<file path="config.mk">
export PLATFORM = sky130hd
export DESIGN_NAME = dms_stretch_bus
export DESIGN_NICKNAME = d
export VERILOG_FILES = /design/src/hw/dms_pkg.sv /design/src/hw/dms_stretch_bus.sv
export VERILOG_INCLUDE_DIRS = /design/src /design/src/hw
export SDC_FILE = /design/constraint.sdc
export NUM_CORES = 1
export LEC_CHECK = 0
export BUFFER_PORTS_ARGS = -buffer_cell sky130_fd_sc_hd__clkbuf_2
export CAP_MARGIN = 5
export CORE_UTILIZATION = 49
export CTS_CLUSTER_DIAMETER = 80
export DETAILED_ROUTE_END_ITERATION = 10
export GPL_TIMING_DRIVEN = 1
export MAX_ROUTING_LAYER = met4
export PLACE_DENSITY = 0.75
export SYNTH_ARGS = -nofsm -noshare
export SYNTH_HDL_FRONTEND = slang
export SYNTH_SLANG_ARGS = --single-unit
</file>
<file path="constraint.sdc">
create_clock -name ref_clk_in -period 3.2 [get_ports ref_clk_in]
set_input_delay 0.96 -clock ref_clk_in [delete_from_list [all_inputs] [get_ports ref_clk_in]]
set_output_delay 0.96 -clock ref_clk_in [all_outputs]
set_load 0.02 [all_outputs]
</file>
<file path="src/hw/dms_defines.svh">
`ifndef DMS_DEFINES_SVH
`define DMS_DEFINES_SVH
// Clock control register
`define DMS_CCR_ADDR 8'h8e
`define DMS_CCR_RESET 8'h01
`define DMS_STRETCH_MSB 2
`define DMS_STRETCH_LSB 0
// Machine cycle framing
`define DMS_MC_CLKS 6'd4
`define DMS_MC_LAST_PHASE 2'h3
`define DMS_FETCH_MC 6'd1
`define DMS_EXTERNAL_DATA_MOVE_BASE_MC 6'd2
// Strobe placement, clock index within an access
`define DMS_ADDR_LAST 6'd1
`define DMS_FETCH_STB_START 6'd1
`define DMS_FETCH_STB_CLKS 6'd2
`define DMS_STB0_START 6'd5
`define DMS_STB0_CLKS 6'd2
`define DMS_STB_START 6'd4
// Read data pipeline depth behind the strobe
`define DMS_TAG_DEPTH 4
`define DMS_SYNC_DEPTH 3
`endif

</file>
<file path="src/hw/dms_pkg.sv">
package dms_pkg;
  typedef enum logic [1:0] {
    DMS_IDLE = 2'b00,
    DMS_FETCH = 2'b01,
    DMS_XRD = 2'b10,
    DMS_XWR = 2'b11
  } dms_state_t;

  typedef struct packed {
    dms_state_t kind;
    logic [15:0] addr;
    logic [7:0] wdata;
  } dms_req_t;
endpackage

</file>
<file path="src/hw/dms_stretch_bus.sv">
`timescale 1ns/100ps
`include "dms_defines.svh"
// Behaviour
// - Every machine cycle is four clocks; access lengths count these cycles.
// - Low address and data share port 0; high address drives port 2.
// - Program fetch takes one fixed machine cycle, never stretched.
// - Stretch sits in clock control bits 2..0 at 8Eh, any value 0..7.
// - A data move lasts stretch plus two machine cycles.
// - Reset loads stretch 1, giving three-cycle data moves.
// - Stretch 1..7 widens strobes and lengthens data move timing.
// - Strobe is 2 clocks at stretch 0, else 4 times stretch clocks.
// - Stretch applies to data moves only, program fetch unaffected.
// - Software may rewrite the stretch setting at any time.
module dms_stretch_bus (
  input wire logic ref_clk_in,
  input wire logic rst_n_in,
  input wire logic req_valid_in,
  input wire dms_pkg::dms_req_t req_in,
  output logic req_ready_out,
  output logic [1:0] mc_phase_out,
  output logic done_out,
  output logic [7:0] rdata_out,
  input wire logic sfr_wr_in,
  input wire logic sfr_rd_in,
  input wire logic [7:0] sfr_addr_in,
  input wire logic [7:0] sfr_wdata_in,
  output logic [7:0] sfr_rdata_out,
  input wire logic [7:0] port0_addr_data_in,
  output logic [7:0] port0_addr_data_out,
  output logic port0_addr_data_oe_out,
  output logic [7:0] port2_high_addr_out,
  output logic ale_out,
  output logic psen_n_out,
  output logic rd_n_out,
  output logic wr_n_out
);
  import dms_pkg::*;

  function automatic logic [5:0] last_of(input dms_state_t st,
                                         input logic [2:0] s);
    logic [5:0] n;
    n = `DMS_MC_CLKS * `DMS_FETCH_MC - 6'd1;
    if (st != DMS_FETCH) begin
      n = `DMS_MC_CLKS * ({3'h0, s} + `DMS_EXTERNAL_DATA_MOVE_BASE_MC) - 6'd1;
    end
    return n;
  endfunction

  logic [1:0] phase_q, phase_d;
  logic [7:0] ccr_q, ccr_d;
  logic [7:0] sfr_rdata_q, sfr_rdata_d;
  dms_state_t st_q, st_d;
  logic [5:0] cnt_q, cnt_d;
  logic [2:0] str_q, str_d;
  logic [15:0] addr_q, addr_d;
  logic [7:0] wd_q, wd_d;
  logic ready_q, ready_d;
  logic take;
  logic [5:0] lst_q, lst_d;
  logic [5:0] sb, se;
  logic strobe, on;
  logic [7:0] p0_q, p0_d;
  logic p0_oe_q, p0_oe_d;
  logic [7:0] p2_q, p2_d;
  logic ale_q, ale_d;
  logic psen_n_q, psen_n_d;
  logic rd_n_q, rd_n_d;
  logic wr_n_q, wr_n_d;
  logic [`DMS_TAG_DEPTH-1:0] tag_q, tag_d;
  logic [`DMS_SYNC_DEPTH-1:0][7:0] sync_q, sync_d;
  logic [7:0] rdata_q, rdata_d;
  logic done_q, done_d;

  // Phase counter and register file
  always_comb begin
    phase_d = phase_q + 2'h1;
    ccr_d = ccr_q;
    if (sfr_wr_in && sfr_addr_in == `DMS_CCR_ADDR) begin
      ccr_d = sfr_wdata_in;
    end
    sfr_rdata_d = 8'h00;
    if (sfr_rd_in && sfr_addr_in == `DMS_CCR_ADDR) begin
      sfr_rdata_d = ccr_q;
    end
  end

  always_ff @(posedge ref_clk_in or negedge rst_n_in) begin
    if (!rst_n_in) begin
      phase_q <= 2'h0;
      ccr_q <= `DMS_CCR_RESET;
      sfr_rdata_q <= 8'h00;
    end else begin
      phase_q <= phase_d;
      ccr_q <= ccr_d;
      sfr_rdata_q <= sfr_rdata_d;
    end
  end

  // Access sequencer
  always_comb begin
    take = req_valid_in && ready_q && (req_in.kind != DMS_IDLE);
    st_d = st_q;
    cnt_d = cnt_q + 6'd1;
    str_d = str_q;
    addr_d = addr_q;
    wd_d = wd_q;
    if (st_q == DMS_IDLE || cnt_q == lst_q) begin
      cnt_d = 6'd0;
      st_d = DMS_IDLE;
      if (take) begin
        st_d = req_in.kind;
        addr_d = req_in.addr;
        wd_d = req_in.wdata;
        str_d = ccr_q[`DMS_STRETCH_MSB:`DMS_STRETCH_LSB];
      end
    end
    lst_d = last_of(st_d, str_d);
    ready_d = (phase_d == `DMS_MC_LAST_PHASE) &&
              (st_d == DMS_IDLE || cnt_d == lst_d);
  end

  // Strobe window and pin drive
  always_comb begin
    sb = `DMS_STB_START;
    se = `DMS_STB_START + `DMS_MC_CLKS * {3'h0, str_d} - 6'd1;
    if (str_d == 3'h0) begin
      sb = `DMS_STB0_START;
      se = `DMS_STB0_START + `DMS_STB0_CLKS - 6'd1;
    end
    if (st_d == DMS_FETCH) begin
      sb = `DMS_FETCH_STB_START;
      se = `DMS_FETCH_STB_START + `DMS_FETCH_STB_CLKS - 6'd1;
    end
    on = (st_d != DMS_IDLE);
    strobe = on && cnt_d >= sb && cnt_d <= se;
    ale_d = on && cnt_d == 6'd0;
    p0_d = (cnt_d <= `DMS_ADDR_LAST) ? addr_d[7:0] : wd_d;
    p0_oe_d = on && (cnt_d <= `DMS_ADDR_LAST || st_d == DMS_XWR);
    p2_d = on ? addr_d[15:8] : p2_q;
    psen_n_d = 1'b1;
    rd_n_d = 1'b1;
    wr_n_d = 1'b1;
    unique case (st_d)
      DMS_IDLE: begin
      end
      DMS_FETCH: begin
        psen_n_d = !strobe;
      end
      DMS_XRD: begin
        rd_n_d = !strobe;
      end
      DMS_XWR: begin
        wr_n_d = !strobe;
      end
    endcase
    tag_d = {tag_q[`DMS_TAG_DEPTH-2:0],
             strobe && st_d != DMS_XWR && cnt_d == se};
  end

  always_ff @(posedge ref_clk_in or negedge rst_n_in) begin
    if (!rst_n_in) begin
      st_q <= DMS_IDLE;
      cnt_q <= 6'd0;
      str_q <= 3'h0;
      addr_q <= 16'h0000;
      wd_q <= 8'h00;
      ready_q <= 1'b0;
      lst_q <= 6'd0;
      p0_q <= 8'h00;
      p0_oe_q <= 1'b0;
      p2_q <= 8'h00;
      ale_q <= 1'b0;
      psen_n_q <= 1'b1;
      rd_n_q <= 1'b1;
      wr_n_q <= 1'b1;
      tag_q <= '0;
    end else begin
      st_q <= st_d;
      cnt_q <= cnt_d;
      str_q <= str_d;
      addr_q <= addr_d;
      wd_q <= wd_d;
      ready_q <= ready_d;
      lst_q <= lst_d;
      p0_q <= p0_d;
      p0_oe_q <= p0_oe_d;
      p2_q <= p2_d;
      ale_q <= ale_d;
      psen_n_q <= psen_n_d;
      rd_n_q <= rd_n_d;
      wr_n_q <= wr_n_d;
      tag_q <= tag_d;
    end
  end

  // Read capture behind the pin synchroniser
  always_comb begin
    sync_d = {sync_q[1], sync_q[0], port0_addr_data_in};
    rdata_d = rdata_q;
    if (tag_q[`DMS_TAG_DEPTH-1]) begin
      rdata_d = sync_q[2];
    end
    done_d = tag_q[`DMS_TAG_DEPTH-1] ||
             (st_q == DMS_XWR && cnt_q == lst_q);
  end

  always_ff @(posedge ref_clk_in or negedge rst_n_in) begin
    if (!rst_n_in) begin
      sync_q <= '0;
      rdata_q <= 8'h00;
      done_q <= 1'b0;
    end else begin
      sync_q <= sync_d;
      rdata_q <= rdata_d;
      done_q <= done_d;
    end
  end

  assign req_ready_out = ready_q;
  assign mc_phase_out = phase_q;
  assign done_out = done_q;
  assign rdata_out = rdata_q;
  assign sfr_rdata_out = sfr_rdata_q;
  assign port0_addr_data_out = p0_q;
  assign port0_addr_data_oe_out = p0_oe_q;
  assign port2_high_addr_out = p2_q;
  assign ale_out = ale_q;
  assign psen_n_out = psen_n_q;
  assign rd_n_out = rd_n_q;
  assign wr_n_out = wr_n_q;
endmodule

</file>
==> results.ini, run 1 <==
[logic_synthesis]
synth_compound_area_share_pct = 6.58
netlist_area_mm2 = 0.00466
synthAdderAreaFrac_pct = 3.44
yosys_warnings = 0
syn_inst = 368
synth_edf_count = 0
synthSimpleGateAreaFrac_pct = 14.3
synth_cell_types = 61
async_reset_ff_share_pct = 100
synth-xor-area-share_pct = 2.44
yosysSeqAreaShare_pct = 62.9
synth-main-ff-cell = dfrtp_1
synth-seq-cells = 117
muxShareOfSynthArea_pct = 8.16
synth_top_family_by_area = simple AND/OR/NAND/NOR gates
syn_nets = 435
syn_avg_cell_area_um2 = 12.7

[routing]
drt-total-wl_um = 9410
ant_nets = 0
top_layer = met4
avgViaCountPerCell = 5.00
drt_iter0_drc = 156
dr.pass1.iters = 4
wl_met1_um = 4110
vias = 3152
drc = 0
wl_met3_um = 476
wl_per_cell_um = 14.9
wl_met2_um = 4540

[timing]
worst_slew_pin_slew_ps = 855
report.final.setup_viol = 0
finalCritPeriodShare_pct = 94.3
fin_ws_ps = 182
fmax_mhz = 331
finalCriticalPeriod_ps = 3020
skew_ps = 8.28
hold_violations = 0
slew_violations = 0
rsz0062_at_grt = false
holdWs_ps = 339
slew_headroom_pct = 42.8

[min_path]
worstHoldPathType = register to register
hold_depth = 0

[grt]
track_usage_pct = 22.1
grt_start_max_net_pins = 53
overflow = 0
antenna_found_initial = 0
grt_pass1_wl_um = 15800
grt_pass1_vias = 3301

[clock_tree]
insertion_delay_ps = 520
cts-root-buf = clkbuf_8
postCtsSetupBuffers = 0
clk_transition_reported_paths_ps = 60
clock_path_buffers = 2
post_cts_resized = 0
htreeDepth = 4
tritoncts = built
cts_hold_buf = 0
cts_buffers = 17
clock-sinks = 117

[placement]
post_dp_cell_area_mm2 = 0.00545
pre_cts_slack_ps = -74.1
place.gp.congestion = 0.862
numPortBuffers = 95
hpwl_um = 6500

[flow_run]
cap_violations = 0

[final_layout]
fin_util_pct = 65.4
syn2layout_area_growth_pct = 29.7
num-fill-cells = 692
finalNetCount = 556
drive_gt1_share_pct = 41.3
diodes = 0
stdcell_area_mm2 = 0.00605

[worst_setup_path]
start_kind = register
required_ps = 3610
cp_max_fo = 7
criticalPathCategory = register to register
cp-end-kind = register
ff2ff_path_depth = 13
critPathArrivalTime_ps = 3430

[die]
die_w_um = 99.5
die_h_um = 99.5
fp.coreArea_mm2 = 0.00924
start_util_pct = 50.4
io_pins = 96
die_area_mm2 = 0.00991
std_cell_rows = 35

[pwr]
leakage_nw = 3.16
vdd_drop_max_mv = 0.565
power_density_mw_per_mm2 = 874
fin_total_pwr_w = 0.00529

[outcome]
status = completed

[cells in the final DEF (no fill, tap or decap), types with 3 or more instances in the layout]
master     Yosys  layout
dfrtp_1      113     113
clkbuf_2       0      94
nand2_1       91      89
mux2_2        32      32
clkbuf_16      0      16
buf_4          0      14
ha_1          12      11
and3_1        11      10
inv_1         12      10
nor2_1         7       7
xnor2_1        6       6
nand2b_1       5       5
clkbuf_8       0       5
nand3_1        5       4
dfstp_2        4       4
inv_2          1       3
o21ai_1        2       3
a21oi_2        2       3
a21oi_1        4       3
clkbuf_1       1       3
bufinv_16      0       3
[worst max-delay path, stage by stage (launching register included)]
cell and delay [ps]:
dfrtp_1 490, xnor2_2 240, o211ai_2 170, o21ai_4 210, nand2b_4 110, buf_12 140, a21oi_2 270, ha_1 220
xnor2_1 100, nor2b_1 140, nor3_1 170, o2111ai_1 150, o32a_1 330, nor4_2 160
[synth_stat cells (3+ instances only)]
library cell	n	share of area, %
inv_1	12	0.97
and3_1	11	1.5
nand2b_1	5	0.67
ha_1	12	3.2
mux2_2	32	7.7
dfrtp_1	113	61
o21ai_0	3	0.32
xnor2_1	6	1.1
nor2_1	7	0.56
nand2_1	91	7.3
dfstp_2	4	2.3
buf_2	4	0.43
nand3_1	5	0.54
a21oi_1	4	0.43
[metal layers]
metal	up-vias	global-route usage, %
met4	0	12.3
met1	1533	27.3
li1	1485	-
met3	25	6.04
met2	109	33.0
met5	-	-
[kinds of logic after synthesis]
| kind of cell | after synthesis |
|---|---|
| buffers and inverters | 21 |
| other | 1 |
| AO/OA/AOI/OAI | 33 |
| AND/OR/NAND/NOR | 139 |
| XOR/XNOR | 10 |
| adder cells (fa/ha/maj) | 13 |
| flip-flops | 117 |
| multiplexers | 34 |
[through the flow]
step | std cells | TNS, ps
finish | 630 | 0
global route | 630 | 0
CTS | 630 | 0
detailed placement | 599 | -146
global placement | 599 | -10.0
floorplan | 368 | -311
[final timing paths]
kind                           from       endpoint  slack, ps
max                        cnt_q[3]  req_ready_out        180
max reg2reg                cnt_q[3]  req_ready_out        180
min reg2reg                tag_q[2]       tag_q[3]        340
max in group asynchronous  rst_n_in       ccr_q[0]       2000
min in group asynchronous  rst_n_in       lst_q[5]        400
min                        tag_q[2]       tag_q[3]        340
[report_power, final]
group          switching [W]  leakage (nW)  internal (W)
Sequential          0.000141          1.49       0.00182
Clock               0.000630         0.291       0.00127
Combinational       0.000834          1.38      0.000596
Total                0.00160          3.16       0.00368
[registers in the layout, summed over array words and instances (netlist names), 4 cells and up]
| name | cells |
|---|---|
| addr_q | 16 |
| rdata_out | 8 |
| port0_addr_data_out | 8 |
| port2_high_addr_out | 8 |
| sync_d | 16 |
| wd_q | 8 |
| sfr_rdata_out | 8 |
| cnt_q | 6 |
| lst_q | 5 |
| sync_q | 8 |
| tag_q | 4 |
| ccr_q | 8 |
[layout make-up]
cell class / instances / area, µm² / area share, %
clock buffer: 24 / 480 / 7.95
clock inverter: 7 / 120 / 1.99
inverter: 13 / 48.8 / 0.807
multi-input combinational: 230 / 1690 / 27.9
sequential: 117 / 2930 / 48.5
tap: 129 / 161 / 2.67
timing repair buffer: 110 / 616 / 10.2
(Power assumes the default switching activity.)
==> run 2: changes to the inputs <==
CORE_UTILIZATION = 55   (was 49)
PLACE_DENSITY = 0.8   (was 0.75)
RECOVER_POWER = 50   (was default)
clock period = 3.8 ns   (was 3.2 ns; I/O delays follow)
==> results.ini, run 2 (synthesis results as in run 1) <==
[pwr]
p_comb_share_pct = 25.6  ; -1.4 points
power_frac_seq_pct = 37.8  ; +0.7 points
vdd_drop_max_mv = 0.488  ; -14%
power_density_mw_per_mm2 = 753  ; -14%
clkPwrFrac_pct = 36.6  ; +0.8 points
switching_share_pct = 33.0  ; +2.6 points
p_switching_w = 0.00145  ; -9.4%
internal-power_w = 0.00295  ; -20%
leakage_nw = 3.09  ; -2.2%

[placement]
dpl.cell_count = 567  ; -5.3%
numPortBuffers = 95  ; unchanged
post_dp_cell_area_mm2 = 0.00527  ; -3.2%
place.gp.congestion = 0.937  ; +8.7%
hpwl_um = 6680  ; +2.7%

[timing]
rsz0062_at_grt = false
skew_ps = 12.9  ; +4.65 ps
slew_headroom_pct = -3.24  ; -46 points
holdWs_ps = 349  ; +9.71 ps
report.final.setup_viol = 0  ; unchanged
finalCritPeriodShare_pct = 91.8  ; -2.5 points
final.setup.tns_ps = 0  ; unchanged
slew_violations = 30  ; +30
hold_violations = 0  ; unchanged
fmax_mhz = 287  ; -14%
finalCriticalPeriod_ps = 3490  ; +471 ps
worst_slew_pin_slew_ps = 1550  ; +694 ps

[grt]
grt_pass1_wl_um = 15900  ; +0.56%
track_usage_pct = 25.6  ; +3.5 points
overflow = 0  ; unchanged
grt_start_max_net_pins = 55  ; +3.8%
grt_pass1_vias = 3253  ; -1.5%
antenna_found_initial = 0  ; unchanged

[clock_tree]
cts-root-buf = clkbuf_8
insertion_delay_ps = 520  ; about the same
cts_buffers = 17  ; unchanged
clk_transition_reported_paths_ps = 70  ; about the same
htreeDepth = 4  ; unchanged
cts_hold_buf = 0  ; unchanged
post_cts_resized = 0  ; unchanged
postCtsSetupBuffers = 0  ; unchanged
clock_path_buffers = 2  ; unchanged
tritoncts = built
clock-sinks = 117  ; unchanged

[routing]
drt_iter0_drc = 195  ; +25%
dr.pass1.iters = 5  ; +1
drc = 0  ; unchanged
ant_nets = 0  ; unchanged
drt-total-wl_um = 10100  ; +7.0%
vias = 3183  ; +0.98%
wl_per_cell_um = 16.8  ; +13%
avgViaCountPerCell = 5.31  ; +6.2%

[final_layout]
layout_common_cells = dfrtp_1 (113), clkbuf_2 (93), nand2_1 (91)
finalNetCount = 548  ; -1.4%
syn2layout_area_growth_pct = 25.6
fin_cells = 599  ; -4.9%
stdcell_area_mm2 = 0.00586  ; -3.2%
fin_util_pct = 71.3  ; +5.8 points
drive_gt1_share_pct = 38.3  ; -3.1 points
diodes = 0  ; unchanged
num-fill-cells = 561  ; -19%
layout_commonest_cell = dfrtp_1

[die]
die_area_mm2 = 0.00885  ; -11%
std_cell_rows = 33  ; -5.7%
die_w_um = 94.1  ; -5.5%
start_util_pct = 56.7  ; +6.3 points
io_pins = 96  ; unchanged
fp.coreArea_mm2 = 0.00822  ; -11%
die_h_um = 94.1  ; -5.5%

[worst_setup_path]
required_ps = 4210  ; +600 ps
crit_chain = xnor2_1 -> nand2_1 -> o21ai_4 -> nand2b_2 -> mux2i_1 -> inv_1 -> ha_1 -> xnor2_1 -> nor2b_1 -> nor3_1 -> o2111ai_1 -> o32a_1 -> nor4_2
slowest_delay_ps = 470  ; -20 ps
crit_slowest_cell = dfrtp_1
cp-end-kind = register
start_kind = register
cp_max_fo = 10  ; +3
reg2reg_slack_ps = 310  ; +130 ps
criticalPathCategory = register to register
critPathArrivalTime_ps = 3900  ; +470 ps
path_common_cell = xnor2_1

[outcome]
status = complete, but fails checks
violations = max-capacitance violations, max-slew violations

[flow_run]
cap_violations = 1  ; +1

[min_path]
worstHoldPathType = register to register

run 2: cell types whose count changed in the layout (fill, tap and decap cells not counted), sizes merged:
| cell | previous run | this run |
|---|---|---|
| buf | 16 | 4 |
| inv | 13 | 23 |
| clkbuf | 118 | 115 |
| bufinv | 3 | 2 |
| clkinv | 3 | 2 |
run 2: per-stage QoR:
stage | total power (W) | setup WS, ps
floorplan | 0.00244 | 91.3
global placement | 0.00275 | 261
detailed placement | 0.00280 | 63.6
CTS | 0.00444 | 374
global route | 0.00462 | 143
finish | 0.00441 | 310
run 2: area by class of cell:
class / count / area, µm² / share of cell area, %
sequential: 117 / 2930 / 50.1
inverter: 13 / 48.8 / 0.833
timing repair buffer: 102 / 514 / 8.78
tap: 105 / 131 / 2.24
clock buffer: 17 / 414 / 7.07
multi-input combinational: 230 / 1630 / 27.8
clock inverter: 15 / 185 / 3.16
run 2: critical path, delay by kind of cell (launching register included):
kind | cells | cell delay, ps
and+or+nand+nor | 5 | 890
AOI/OAI and AO/OA | 3 | 780
DFF | 1 | 470
xor gates and xnor gates | 2 | 460
muxes | 1 | 320
adders and majority gates | 1 | 310
buffers and inverters | 1 | 140
run 2: routing by layer:
metal	global-route usage [%]	wire length, µm
met1	30.7	4040
met2	40.8	5280
met3	7.52	541
met4	9.87	204
met5	-	0
run 2: worst paths after layout:
kind                            cells past startpoint  startpoint            end
worst max-delay path                               13    cnt_q[4]  req_ready_out
worst min-delay path                                0  sync_d[13]     sync_d[21]
worst max register to register                     13    cnt_q[4]  req_ready_out
worst min register to register                      0  sync_d[13]     sync_d[21]
max in group asynchronous                           2    rst_n_in       ccr_q[4]
min in group asynchronous                           1    rst_n_in       lst_q[1]
run 2: power groups by stage:
stage	combinational (W)	clock [W]	sequential (W)
2_1_floorplan	0.000630	0	0.00181
3_3_place_gp	0.00108	0	0.00167
3_5_place_dp	0.00112	0	0.00168
4_1_cts	0.00113	0.00164	0.00167
5_1_grt	0.00123	0.00170	0.00169
6_report	0.00113	0.00161	0.00167
==> run 3: changes to the inputs <==
--- a/config.mk
+++ b/config.mk
@@ -10,2 +10,3 @@
 export CAP_MARGIN = 5
+export CORE_MARGIN = 4
 export CORE_UTILIZATION = 55
@@ -17,2 +18,3 @@
 export RECOVER_POWER = 50
+export SLEW_MARGIN = 20
 export SYNTH_ARGS = -nofsm -noshare
--- a/constraint.sdc
+++ b/constraint.sdc
@@ -3,2 +3,2 @@
 set_output_delay 1.14 -clock ref_clk_in [all_outputs]
-set_load 0.02 [all_outputs]
+set_load 0.1 [all_outputs]
==> results.ini, run 3 (synthesis results as in run 1) <==
[outcome]
status = completed

[pwr]
vdd_drop_max_mv = 0.842  ; +73%
power_density_mw_per_mm2 = 884  ; +17%
leakage_nw = 3.09  ; about the same

[worst_setup_path]
required_ps = 4200  ; about the same
crit_slowest_cell = dfrtp_1
critPathArrivalTime_ps = 3840  ; -60 ps
cp-end-kind = register
start_kind = register
cp_max_fo = 10  ; unchanged
cpLargestDelayFamily = simple AND/OR/NAND/NOR gates
path_buf_inv = 1  ; unchanged
crit_chain = xnor2_1 -> nand2_1 -> o21ai_4 -> nand2b_2 -> mux2i_1 -> inv_1 -> ha_1 -> xnor2_1 -> nor2b_1 -> nor3_1 -> o2111ai_1 -> o32a_1 -> nor4_2
path_common_cell = xnor2_1
criticalPathCategory = register to register
slowest_delay_ps = 470  ; about the same

[min_path]
worstHoldPathType = register to register

[timing]
fin_ws_ps = 361  ; +50.6 ps
worst_slew_pin_slew_ps = 1380  ; -168 ps
slew_headroom_pct = 7.94  ; +11 points
hold_violations = 0  ; unchanged
finalCriticalPeriod_ps = 3440  ; -50.6 ps
fmax_mhz = 291  ; +1.5%
rsz0062_at_grt = false
report.final.setup_viol = 0  ; unchanged
finalCritPeriodShare_pct = 90.5  ; -1.3 points
slew_violations = 0  ; -100%
skew_ps = 7.12  ; -5.80 ps
final.setup.tns_ps = 0  ; unchanged
holdWs_ps = 346  ; -3.08 ps

[routing]
drc = 0  ; unchanged
wl_per_cell_um = 16.7  ; -0.50%
dr.pass1.iters = 4  ; -1
vias = 3126  ; -1.8%
drt_iter0_drc = 115  ; -41%
avgViaCountPerCell = 5.23  ; -1.6%
ant_nets = 0  ; unchanged
drt-total-wl_um = 10000  ; -0.67%

[die]
die_h_um = 100  ; +6.4%
start_util_pct = 56.7  ; unchanged
die_w_um = 100  ; +6.4%
fp.coreArea_mm2 = 0.00822  ; unchanged
std_cell_rows = 33  ; unchanged
io_pins = 96  ; unchanged
die_area_mm2 = 0.0100  ; +13%

[grt]
grt_start_max_net_pins = 61  ; +11%
grt_pass1_wl_um = 16200  ; +2.0%
antenna_found_initial = 0  ; unchanged
overflow = 0  ; unchanged
track_usage_pct = 22.0  ; -3.5 points
grt_pass1_vias = 3330  ; +2.4%

[clock_tree]
cts_hold_buf = 0  ; unchanged
clk_transition_reported_paths_ps = 60  ; about the same
postCtsSetupBuffers = 0  ; unchanged
clock_path_buffers = 2  ; unchanged
insertion_delay_ps = 520  ; about the same
cts-root-buf = clkbuf_8
htreeDepth = 4  ; unchanged
cts_buffers = 17  ; unchanged
tritoncts = built
post_cts_resized = 0  ; unchanged
clock-sinks = 117  ; unchanged

[final_layout]
diodes = 0  ; unchanged
num-fill-cells = 571  ; +1.8%
syn2layout_area_growth_pct = 25.5  ; about the same
drive_gt1_share_pct = 38.5  ; +0.28 points
layout_common_cells = dfrtp_1 (113), clkbuf_2 (94), nand2_1 (91)
finalNetCount = 547  ; -0.18%
layout_commonest_cell = dfrtp_1

[placement]
place.gp.congestion = 0.887  ; -5.3%
numPortBuffers = 95  ; unchanged
pre_cts_slack_ps = 111  ; +46.9 ps
hpwl_um = 6670  ; about the same

[flow_run]
cap_violations = 0  ; -1

==> run 3: final cells by class <==
cell class / count / area, µm² / share of cell area, %
clock inverters: 15 / 183 / 3.12
inverters: 13 / 48.8 / 0.834
flip-flops and latches: 117 / 2930 / 50.1
clock buffers: 17 / 414 / 7.08
well taps: 105 / 131 / 2.25
repair buffers: 101 / 512 / 8.75
multi-input cells: 230 / 1630 / 27.8
==> run 3: worst paths after layout <==
| check | from | to | slack [ps] | cells after the start |
|---|---|---|---|---|
| setup / recovery | cnt_q[4] | req_ready_out | 360 | 13 |
| hold / removal | sync_d[20] | sync_q[20] | 350 | 0 |
| setup reg to reg | cnt_q[4] | req_ready_out | 360 | 13 |
| hold reg to reg | sync_d[20] | sync_q[20] | 350 | 0 |
| max in group asynchronous | rst_n_in | ccr_q[5] | 860 | 2 |
| min in group asynchronous | rst_n_in | sync_d[17] | 930 | 1 |
==> run 3: through the flow <==
step                total power [W]  utilization (%)  instance area, µm²  instances
floorplan                   0.00320                -                4660        368
global placement            0.00353             64.2                5280        566
detailed placement          0.00359             64.2                5280        566
CTS                         0.00521             71.5                5870        598
global route                0.00540             71.2                5850        598
finish                      0.00517             71.2                5850        598
==> run 3: routing by layer <==
metal  vias to the layer above  part of all wire [%]  GRT usage (%)
li1                       1469                     -              -
met1                      1530                    41           26.3
met2                       106                    51           34.8
met3                        21                   5.7           7.51
met4                         0                   2.0           8.50
met5                         -                     0              -
==> run 3: power breakdown <==
group	total (W)	internal, W	leakage [nW]	switching [W]
Clock	0.00160	0.000964	0.292	0.000637
Sequential	0.00167	0.00153	1.49	0.000134
Combinational	0.00190	0.000451	1.31	0.00145
